<file path="src/design/gpc_pkg.sv">
// Constants shared by the pin configuration block of GPIO group five.
package gpc_pkg;
  // Number of pins in the group.
  localparam int GPC_PINS = 8;
  // Width of the APB byte address.
  localparam int GPC_AW = 12;
  // Register indices as printed; the byte address is four times the index.
  localparam logic [7:0] GPC_CFG_IDX [GPC_PINS] = '{8'h3f, 8'h40, 8'h41, 8'h42,
                                                    8'h43, 8'h44, 8'h45, 8'h46};
  // Index of the pin level register.
  localparam logic [7:0] GPC_LEVEL_IDX = 8'h50;
  // Reset values of the configuration registers, pin 0 first.
  localparam logic [7:0] GPC_CFG_RST [GPC_PINS] = '{8'h01, 8'h01, 8'h01, 8'h00,
                                                    8'h01, 8'h01, 8'h01, 8'h01};
  // Field positions inside a configuration register.
  localparam int GPC_DIR_BIT = 0;
  localparam int GPC_INV_BIT = 1;
  localparam int GPC_SEL_LO = 2;
  localparam int GPC_SEL_HI = 3;
  localparam int GPC_OD_BIT = 7;
  // Writable bits for pins with a one-bit and a two-bit select.
  localparam logic [7:0] GPC_MASK_NARROW = 8'h87;
  localparam logic [7:0] GPC_MASK_WIDE = 8'h8f;
  // Pins 2 and 3 carry the two-bit select.
  localparam logic [GPC_PINS-1:0] GPC_WIDE_PINS = 8'h0c;
  // Function select codes.
  typedef enum logic [1:0] {GPC_SEL_GPIO, GPC_SEL_PORT2, GPC_SEL_IR, GPC_SEL_RSVD} gpc_sel_t;
endpackage

</file>
<file path="src/design/gpc_pin_config.sv">
// APB register file and pin multiplexer for the eight pins of GPIO group five.
//
// Implementation choice: the APB register port.
`timescale 1ns/1ps

// How it works
// - Bit 0 high makes input, low output
// - Bit 1 high inverts pin value
// - Bit 7 high gives open drain output
// - Bit 2 routes serial port two modem lines
// - Bits 3:2 pick GPIO, port two, infrared
module gpc_pin_config
  import gpc_pkg::*;
(
  input wire logic pclk,
  input wire logic presetn,
  input wire logic psel,
  input wire logic penable,
  input wire logic pwrite,
  input wire logic [GPC_AW-1:0] paddr,
  input wire logic [31:0] pwdata,
  input wire logic [3:0] pstrb,
  output logic [31:0] prdata,
  output logic pready,
  output logic pslverr,
  input wire logic [GPC_PINS-1:0] pin_in,
  output logic [GPC_PINS-1:0] pin_out,
  output logic [GPC_PINS-1:0] pin_oe,
  input wire logic [GPC_PINS-1:0] gpio_out,
  output logic [GPC_PINS-1:0] gpio_in,
  input wire logic port2_transmit_data,
  input wire logic infrared_transmit,
  input wire logic port2_request_to_send_n,
  input wire logic port2_terminal_ready_n,
  output logic port2_ring_indicator_n,
  output logic port2_carrier_detect_n,
  output logic port2_receive_data,
  output logic infrared_receive,
  output logic port2_data_set_ready_n,
  output logic port2_clear_to_send_n
);

  ////////////////////////////////////////////////////////////////////////////
  // Decoding helpers.

  // Maps a byte address to {hit, pin}; used by both read and write paths.
  function automatic logic [3:0] gpc_decode(input logic [GPC_AW-1:0] a);
    logic [3:0] r;
    r = 4'h0;
    for (int k = 0; k < GPC_PINS; k++)
    begin
      if (a == {2'b00, GPC_CFG_IDX[k], 2'b00})
      begin
        r = {1'b1, 3'(k)};
      end
    end
    return r;
  endfunction

  // Returns the function select of a pin; one-bit pins never reach the infrared code.
  function automatic gpc_sel_t gpc_select(input int p, input logic [7:0] c);
    if (GPC_WIDE_PINS[p])
    begin
      return gpc_sel_t'(c[GPC_SEL_HI:GPC_SEL_LO]);
    end
    return gpc_sel_t'({1'b0, c[GPC_SEL_LO]});
  endfunction

  ////////////////////////////////////////////////////////////////////////////
  // Register storage and bus decode.

  logic [7:0] cfg_r [GPC_PINS]; // Configuration registers, masked on write.
  logic [3:0] dec; // Decoded configuration hit and pin.
  logic level_hit; // Address of the pin level register.
  logic wr_en; // Write to a configuration register in the access phase.
  logic [31:0] rd_nxt; // Read data for the current address.
  logic [31:0] prdata_r; // Read data captured in the setup phase.
  logic pslverr_r; // Error flag captured in the setup phase.
  logic [GPC_PINS-1:0] lvl; // Pin levels after polarity.
  logic [GPC_PINS-1:0] val; // Value to drive, after polarity.
  logic [GPC_PINS-1:0] out_nxt; // Next pin data.
  logic [GPC_PINS-1:0] oe_nxt; // Next pin enable.
  logic [GPC_PINS-1:0] pin_out_r; // Registered pin data.
  logic [GPC_PINS-1:0] pin_oe_r; // Registered pin enable.
  logic [GPC_PINS-1:0] gpio_in_r; // Registered levels towards the GPIO user.
  logic [5:0] alt_r; // Registered alternate inputs towards serial port two and infrared receive.

  assign dec = gpc_decode(paddr);
  assign level_hit = (paddr == {2'b00, GPC_LEVEL_IDX, 2'b00});
  // Only the low byte lane carries register data, so pstrb[0] gates the write.
  assign wr_en = psel && penable && pwrite && pstrb[0] && dec[3];

  // Read mux; the level register shows the block's own view of the pins.
  always_comb
  begin
    rd_nxt = 32'h0000_0000;
    if (dec[3])
    begin
      rd_nxt = {24'h00_0000, cfg_r[dec[2:0]]};
    end
    else if (level_hit)
    begin
      rd_nxt = {24'h00_0000, gpio_in_r};
    end
  end

  // Read data is captured in the setup phase so that prdata comes from a flip-flop.
  always_ff @(posedge pclk or negedge presetn)
  begin
    if (!presetn)
    begin
      prdata_r <= 32'h0000_0000;
      pslverr_r <= 1'b0;
    end
    else if (psel && !penable)
    begin
      prdata_r <= rd_nxt;
      pslverr_r <= !(dec[3] || (level_hit && !pwrite));
    end
  end

  // The slave never stalls, so every access phase lasts one cycle.
  assign pready = 1'b1;
  assign prdata = prdata_r;
  assign pslverr = pslverr_r;

  ////////////////////////////////////////////////////////////////////////////
  // Configuration registers and per-pin multiplexing.

  generate
    for (genvar i = 0; i < GPC_PINS; i++)
    begin : g_pin
      localparam logic [7:0] MASK = GPC_WIDE_PINS[i] ? GPC_MASK_WIDE : GPC_MASK_NARROW;
      gpc_sel_t sel; // Function selected for this pin.
      logic src; // Uninverted value that the selected function drives.

      // Masked store: reserved bits never latch, so they always read zero.
      always_ff @(posedge pclk or negedge presetn)
      begin
        if (!presetn)
        begin
          cfg_r[i] <= GPC_CFG_RST[i];
        end
        else if (wr_en && dec[2:0] == 3'(i))
        begin
          cfg_r[i] <= pwdata[7:0] & MASK;
        end
      end

      assign sel = gpc_select(i, cfg_r[i]);

      // Only pins 3, 5 and 7 take an output from serial port two.
      if (i == 3)
      begin : g_tx
        // Reserved code 11 falls back to plain GPIO rather than leaving the pin dead.
        assign src = (sel == GPC_SEL_PORT2) ? port2_transmit_data :
                     (sel == GPC_SEL_IR) ? infrared_transmit : gpio_out[i];
      end
      else if (i == 5)
      begin : g_rts
        assign src = (sel == GPC_SEL_PORT2) ? port2_request_to_send_n : gpio_out[i];
      end
      else if (i == 7)
      begin : g_dtr
        assign src = (sel == GPC_SEL_PORT2) ? port2_terminal_ready_n : gpio_out[i];
      end
      else
      begin : g_plain
        assign src = gpio_out[i];
      end

      assign val[i] = src ^ cfg_r[i][GPC_INV_BIT];
      assign lvl[i] = pin_in[i] ^ cfg_r[i][GPC_INV_BIT];
      // Open drain only pulls low; push-pull drives both levels.
      assign oe_nxt[i] = !cfg_r[i][GPC_DIR_BIT] &&
                         (cfg_r[i][GPC_OD_BIT] ? !val[i] : 1'b1);
      assign out_nxt[i] = !cfg_r[i][GPC_OD_BIT] && val[i];

    end
  endgenerate

  ////////////////////////////////////////////////////////////////////////////
  // Registered pin and user outputs.

  // Pins reset to the input state that every register but pin 3 holds after reset.
  always_ff @(posedge pclk or negedge presetn)
  begin
    if (!presetn)
    begin
      pin_out_r <= 8'h00;
      pin_oe_r <= 8'h00;
      gpio_in_r <= 8'h00;
    end
    else
    begin
      pin_out_r <= out_nxt;
      pin_oe_r <= oe_nxt;
      gpio_in_r <= lvl;
    end
  end

  // Alternate inputs rest at their idle levels when their pin is plain GPIO,
  // so the serial port never sees a stray modem change.
  always_ff @(posedge pclk or negedge presetn)
  begin
    if (!presetn)
    begin
      // Infrared receive idles low; every modem line and receive data idle high.
      alt_r <= 6'h37;
    end
    else
    begin
      alt_r[0] <= cfg_r[0][GPC_SEL_LO] ? lvl[0] : 1'b1;
      alt_r[1] <= cfg_r[1][GPC_SEL_LO] ? lvl[1] : 1'b1;
      alt_r[2] <= (gpc_select(2, cfg_r[2]) == GPC_SEL_PORT2) ? lvl[2] : 1'b1;
      alt_r[3] <= (gpc_select(2, cfg_r[2]) == GPC_SEL_IR) ? lvl[2] : 1'b0;
      alt_r[4] <= cfg_r[4][GPC_SEL_LO] ? lvl[4] : 1'b1;
      alt_r[5] <= cfg_r[6][GPC_SEL_LO] ? lvl[6] : 1'b1;
    end
  end

  assign pin_out = pin_out_r;
  assign pin_oe = pin_oe_r;
  assign gpio_in = gpio_in_r;
  assign port2_ring_indicator_n = alt_r[0];
  assign port2_carrier_detect_n = alt_r[1];
  assign port2_receive_data = alt_r[2];
  assign infrared_receive = alt_r[3];
  assign port2_data_set_ready_n = alt_r[4];
  assign port2_clear_to_send_n = alt_r[5];
endmodule

</file>
<file path="config.mk">
export PLATFORM = sky130hd
export DESIGN_NAME = gpc_pin_config
export DESIGN_NICKNAME = d
export VERILOG_FILES = /design/src/design/gpc_pkg.sv /design/src/design/gpc_pin_config.sv
export SDC_FILE = /design/constraint.sdc
export NUM_CORES = 1
export LEC_CHECK = 0
export ABC_CLOCK_PERIOD_IN_PS = 1400
export BUFFER_PORTS_ARGS = -buffer_cell sky130_fd_sc_hd__buf_2
export CAP_MARGIN = 20
export CORE_MARGIN = 2
export CORE_UTILIZATION = 44
export CTS_BUF_LIST = sky130_fd_sc_hd__clkbuf_16
export DETAILED_ROUTE_END_ITERATION = 6
export GPL_TIMING_DRIVEN = 0
export PLACE_DENSITY = 0.76
export SLEW_MARGIN = 20
export SYNTH_ARGS = -nofsm -noshare
export SYNTH_HDL_FRONTEND = slang
export SYNTH_SLANG_ARGS = --single-unit
</file>
<file path="constraint.sdc">
create_clock -name pclk -period 1.4 [get_ports pclk]
set_clock_uncertainty 0.15 [all_clocks]
set_input_delay 0.21 -clock pclk [delete_from_list [all_inputs] [get_ports pclk]]
set_output_delay 0.21 -clock pclk [all_outputs]
set_load 0.02 [all_outputs]
</file>
==> flow_summary_export.csv, run 1 <==
group,metric,value,unit
worst_setup_path,path_class,"primary input to flop",
power,power_density,938,nW/um2
clock_tree,worstSkewPairLatency,0.33,ns
worst_setup_path,path_buf_inv,1,
sta,setup_ws,-0.755,ns
worst_setup_path,critPathRequiredTime,1.47,ns
synth,synth_top_area_share,42.1,%
die,fp.dieW,94.8,um
status,failed_checks,"setup timing",
sta,slew_headroom,31.5,%
grt,grt_pass1_wl,14.7,mm
power,p_leak,0.00235,uW
worst_setup_path,r2r-end,"prdata[0]",
routing,drc,0,
sta,rsz0062_at_grt,"yes",
synth,avgSynthCellArea,11.2,um2
sta,finalSetupViolCount,45,
sta,final_hold_viol_count,0,
die,dieArea,8990,um2
worst_hold_path,whs_path_depth,3,
sta,max_freq,464,MHz
synth,synth_flop_cell,"dfrtp_1",
sta,fin_setup_tns,-21.83,ns
grt,grt-ovfl-total,0,
worst_setup_path,r2r_slack,-0.03,ns
routing,vias,2995,
die,core_area,8090,um2
die,start_util,44.8,%
worst_hold_path,worstHoldStart,"pin_in[2]",
worst_hold_path,holdPathEnd,"gpio_in[2]",
worst_setup_path,worst_setup_path_start_kind,"primary input",
final_layout,utilization,61.8,%
job,cap_violations,0,
sta,period_share,154,%
routing,wire_per_inst,16.5,um
synth,syn_inst,324,
place,dpl_cell_area,4290,um2
sta,fin_crit,2.15,ns
clock_tree,cts_tree,"yes",
clock_tree,htree_levels,3,
status,outcome,"finished with violations",
routing,drt_iter0_drc,213,
power,internal_power,3530,uW
die,die_h,94.8,um
worst_setup_path,slowest_delay,0.55,ns
power,switching_share,24.8,%
worst_setup_path,reg2reg_depth,5,
final_layout,n_antenna_cell,0,
final_layout,final_nets,536,
worst_setup_path,critPathSlowestCell,"or4_4",
place,globalplace.congestion,0.986,
sta,maxSlewViolCount,0,
worst_setup_path,timing.rr.start,"cfg_r[24]",
power,seq_power_share,45.9,%
clock_tree,cts_buffers,9,
synth,yosysWarnings,0,
worst_setup_path,worstPathArrival,2.22,ns
worst_setup_path,critPathMaxFanout,4,
grt,grt_pass1_vias,2893,
final_layout,design_area,5000,um2
grt,grt_usage,21.7,%
power,p_clk_share,42.2,%
routing,wirelength,9.44,mm
worst_setup_path,crit_family,"simple AND/OR/NAND/NOR gates",
routing,firstDrtPassIters,4,
clock_tree,clkTransAtPathRegs,0.05,ns
clock_tree,cts_buffer_depth,2,
synth,synthArstFlopShare,100,%
synth,ys_types,55,
synth,ys_seq_elements,73,
worst_hold_path,min_path_type,"primary input to flop",
synth,synthTopCellsByCount,"61 x dfrtp_1, 27 x buf_4, 27 x mux2_2",
power,ir_drop,0.554,mV
routing,route.detailed.vias_per_inst,5.23,
synth,syn_area,3630,um2
die,rows,33,
worst_setup_path,crit_chain,"buf_6 > or3_4 > or4_4 > a2111oi_4 > and3_4 > mux2_4",
worst_setup_path,end_kind,"flop",
place,dp_hpwl,6.32,mm
place,io_buffers,78,
power,p_comb_share,11.8,%
clock_tree,clock-root-buffer,"clkbuf_16",
synth,synthTopCellsByArea,"dfrtp_1 42%, dfstp_2 8.7%, mux2_2 8.4%",
synth,yosys.area.top_type,"dfrtp_1",
final_layout,syn2layout_area_growth,37.8,%
place,pre_cts_ws,-1.28,ns
grt,grt_max_degree,38,
synth,synth-edff-count,0,
clock_tree,clock-sinks,73,
final_layout,drive_gt1_share,48.5,%
sta,whs,0.0318,ns
power,switching_power,1170,uW
sta,worst_pin_slew,1.02,ns
grt,antenna_found_initial,0,
routing,postRouteAntennaNets,0,
die,pin_count,137,
synth,synth_seq_area_share,50.8,%
synth,yosysMostFrequentCell,"dfrtp_1",
-- power by group through the flow --
stage	Clock, uW	Sequential (uW)	Combinational (uW)
4_1_cts	2020	2150	545
2_1_floorplan	0	2220	245
5_1_grt	2120	2160	601
6_report	1980	2160	556
3_3_place_gp	0	2190	459
3_5_place_dp	0	2190	475
-- timing repair --
action                                 CTS  global route
pin swaps                               21            10
resized for setup                       41            17
setup endpoints to repair               43            45
setup buffers                           19             4
hold buffers                             9             0
endpoints found under the hold margin   40             0
-- state kept, by name, indices dropped and copies added, names as in the netlist --
signal	cells
alt_r	6
cfg_r	34
gpio_in	8
pin_oe	8
pin_out	8
prdata	8
pslverr	1
-- routing by layer --
layer / wire, um / track usage [%] / part of all wire [%] / vias to the layer above
li1: - / - / - / 1383
met1: 3960 / 28.5 / 42 / 1459
met2: 4590 / 34.8 / 49 / 131
met3: 643 / 5.27 / 6.8 / 22
met4: 238 / 8.70 / 2.5 / 0
met5: 0 / 0 / 0 / -
-- how the worst max path moves through the flow --
stage / start / end / slack [ns] / depth (start not counted)
after global routing: paddr[10] / cfg_r[50] / -0.79 / 6
after floorplan: paddr[9] / cfg_r[49] / -1.04 / 7
after detailed placement: paddr[9] / cfg_r[55] / -1.28 / 8
after CTS: paddr[10] / cfg_r[55] / -0.85 / 7
after global placement: paddr[9] / cfg_r[55] / -1.25 / 8
final: paddr[10] / cfg_r[55] / -0.75 / 6
-- kinds of logic after synthesis --
kind of cell	Yosys count	synth area share (%)
compound gates	62	11.8
xor+xnor	17	4.10
buf+inv	48	8.65
flops	73	50.8
mux	34	10.9
other cells	2	0.207
simple gates	88	13.6
-- metrics by stage --
step / total power, uW / instances
6_report: 4690 / 573
5_1_grt: 4870 / 573
4_1_cts: 4720 / 572
3_5_place_dp: 2670 / 531
3_3_place_gp: 2650 / 530
2_1_floorplan: 2470 / 347
-- tightest hold or removal path: stages --
cell,delay [ns]
buf_2,0.08
xnor2_1,0.10
inv_1,0.08
-- layout make-up --
cell class,instances,area [um2]
Clock buffer,9,225
Buffer,33,241
Tap cell,105,131
Inverter,11,41.3
Multi-Input combinational cell,226,1770
Fill cell,670,3090
Clock inverter,7,30.0
Sequential cell,73,1840
Timing Repair Buffer,109,722
-- cells in the final DEF (no fill, tap or decap), types with 7 or more instances in the layout --
cell / netlist / layout
nand2_1: 24 / 20
xor2_1: 13 / 13
dfstp_2: 12 / 12
nor2b_1: 9 / 7
inv_1: 11 / 13
clkbuf_16: 0 / 9
buf_6: 4 / 13
o22ai_1: 8 / 8
dlygate4sd3_1: 0 / 9
buf_4: 27 / 40
a21oi_1: 14 / 11
mux2_2: 27 / 25
buf_2: 0 / 74
conb_1: 2 / 25
dfrtp_1: 61 / 60
nor2_1: 11 / 11
No activity file was read; power rests on OpenSTA's default activity.
==> inputs of run 2 (changes only) <==
- ABC_CLOCK_PERIOD_IN_PS: 1400 -> 1900
- CORE_UTILIZATION: 44 -> 30
- PLACE_DENSITY: 0.76 -> not set
- clock period: 1.4 -> 1.9 ns (I/O delays scaled with it)
==> run 2 against run 1 <==
- the flow still finishes with violations (setup timing)
- wire length decreased by 0.76%
- core utilization decreased by 20 points
- via count decreased by 6.0%
- flip-flop and latch count unchanged
- sequential power decreased by 26%
- critical endpoint unchanged
- hold slack improved by 0.014 ns
- critical path depth increased by 1
- combinational power decreased by 30%
- highest routed layer unchanged
==> flow_summary_export.csv, run 2 (synthesis results as in run 1) <==
group,metric,value,unit
worst_setup_path,worstPathArrival,2.32,ns
die,core_area,11900,um2
die,start_util,30.5,%
routing,top_layer_used,"met4",
worst_setup_path,path_class,"primary input to flop",
worst_setup_path,end_kind,"flop",
place,dp_hpwl,6.82,mm
clock_tree,cts_buffer_depth,2,
sta,maxSlewViolCount,0,
routing,wl_met3,493,um
sta,period_share,119,%
routing,wirelength,9.36,mm
final_layout,layout_commonest_cell,"buf_2",
grt,grt_max_degree,39,
grt,grt-ovfl-total,0,
clock_tree,clkTransAtPathRegs,0.06,ns
die,pin_count,137,
sta,rsz0062_at_grt,"yes",
routing,postRouteAntennaNets,0,
sta,max_freq,444,MHz
place,pre_cts_ws,-0.833,ns
routing,firstDrtPassIters,4,
worst_setup_path,critPathMaxFanout,4,
sta,finalSetupViolCount,18,
status,outcome,"finished with violations",
routing,vias,2815,
worst_hold_path,min_path_type,"primary input to flop",
worst_setup_path,worst_setup_path_start_kind,"primary input",
die,dieArea,13000,um2
routing,drt_iter0_drc,138,
sta,final_hold_viol_count,0,
job,cap_violations,0,
status,failed_checks,"setup timing",
routing,wire_per_inst,15.4,um
die,die_h,114,um
grt,grt_pass1_wl,14.3,mm
final_layout,layout_common_cells,"76 x buf_2, 61 x dfrtp_1, 42 x buf_4",
sta,setup_ws,-0.354,ns
routing,dr_wl_met2,4.54,mm
final_layout,syn2layout_area_growth,37.4,%
sta,slew_headroom,59.3,%
routing,drc,0,
clock_tree,clock-root-buffer,"clkbuf_16",
worst_setup_path,critPathRequiredTime,1.97,ns
clock_tree,htree_levels,3,
final_layout,utilization,41.9,%
clock_tree,worstSkewPairLatency,0.33,ns
final_layout,drive_gt1_share,46.4,%
power,power_density,751,nW/um2
sta,worst_pin_slew,0.606,ns
grt,antenna_found_initial,1,
place,globalplace.congestion,0.895,
place,io_buffers,78,
final_layout,largest_reg_flops,34,
power,p_leak,0.00232,uW
routing,wl_met1,4.16,mm
power,total_power,3750,uW
clock_tree,cts_buffers,9,
die,rows,40,
clock_tree,cts_tree,"yes",
power,ir_drop,0.530,mV
sta,fin_crit,2.25,ns
grt,grt_pass1_vias,2732,
clock_tree,clock-sinks,73,
die,fp.dieW,114,um
grt,grt_usage,14.5,%
routing,route.detailed.vias_per_inst,4.61,
final_layout,top_register,"cfg_r",
final_layout,final_nets,531,
final_layout,n_antenna_cell,0,
-- run 2: cell types whose count changed in the layout (fill, tap and decap cells not counted), moves of 3 or more --
cell,delta
o21ai_0,+6
a211oi_1,+3
nand2_2,-3
a211oi_2,-3
buf_6,-6
o21ai_1,-5
nand2_1,+3
-- run 2: per-stage QoR --
stage | setup TNS (ns) | instances | cell area, um2 | hold WS (ns)
after floorplan | -8.90 | 347 | 3740 | -0.161
after global placement | -27.32 | 572 | 4320 | 0.286
after detailed placement | -25.08 | 573 | 4350 | 0.128
after CTS | -6.10 | 605 | 4890 | 0.0449
after global routing | -5.71 | 610 | 4990 | 0.0641
final | -4.34 | 610 | 4990 | 0.0454
-- run 2: layout make-up --
type | instances | area (um2)
fill | 1166 | 6920
buffer | 35 | 258
clock inverter | 7 | 85.1
clock buffer | 9 | 225
tap | 147 | 184
sequential | 73 | 1840
timing repair buffer | 102 | 628
multi-input combinational | 226 | 1720
inverter | 11 | 41.3
-- run 2: where the power goes --
| part | switching, uW | leakage, uW | internal, uW |
|---|---|---|---|
| sequential | 9.42 | 0.000888 | 1580 |
| combinational | 237 | 0.00128 | 153 |
| clock | 635 | 0.000152 | 1130 |
-- run 2: worst paths after layout --
path                            from   endpoint  slack [ns]  cells past startpoint
min in group asynchronous    presetn  pin_oe[6]        0.31                      2
max in group asynchronous    presetn  cfg_r[24]        0.66                      3
max                        paddr[10]  cfg_r[55]       -0.35                      7
min                        pwdata[3]  cfg_r[35]        0.05                      2
min reg2reg                cfg_r[31]  pin_oe[4]        0.29                      1
max reg2reg                cfg_r[24]  prdata[0]        0.46                      5
-- run 2: routing by layer --
layer	vias to the layer above	track usage, %
met3	11	3.51
met1	1348	18.4
li1	1377	-
met4	0	6.26
met2	79	23.8
met5	-	0
-- run 2: critical path: stages --
cell and delay (ns):
buf_6 0.09, or3_4 0.38, or4_4 0.55, a2111oi_4 0.35, and3_1 0.23, buf_6 0.13
mux2_4 0.30
-- run 2: timing repair --
item / 4_1_cts / 5_1_grt
hold buffers: 8 / 0
endpoints found under the setup margin: 43 / 39
hold endpoints to repair: 38 / 0
gates resized for setup: 19 / 16
buffers inserted: 9 / 7
pin swaps: 12 / 10
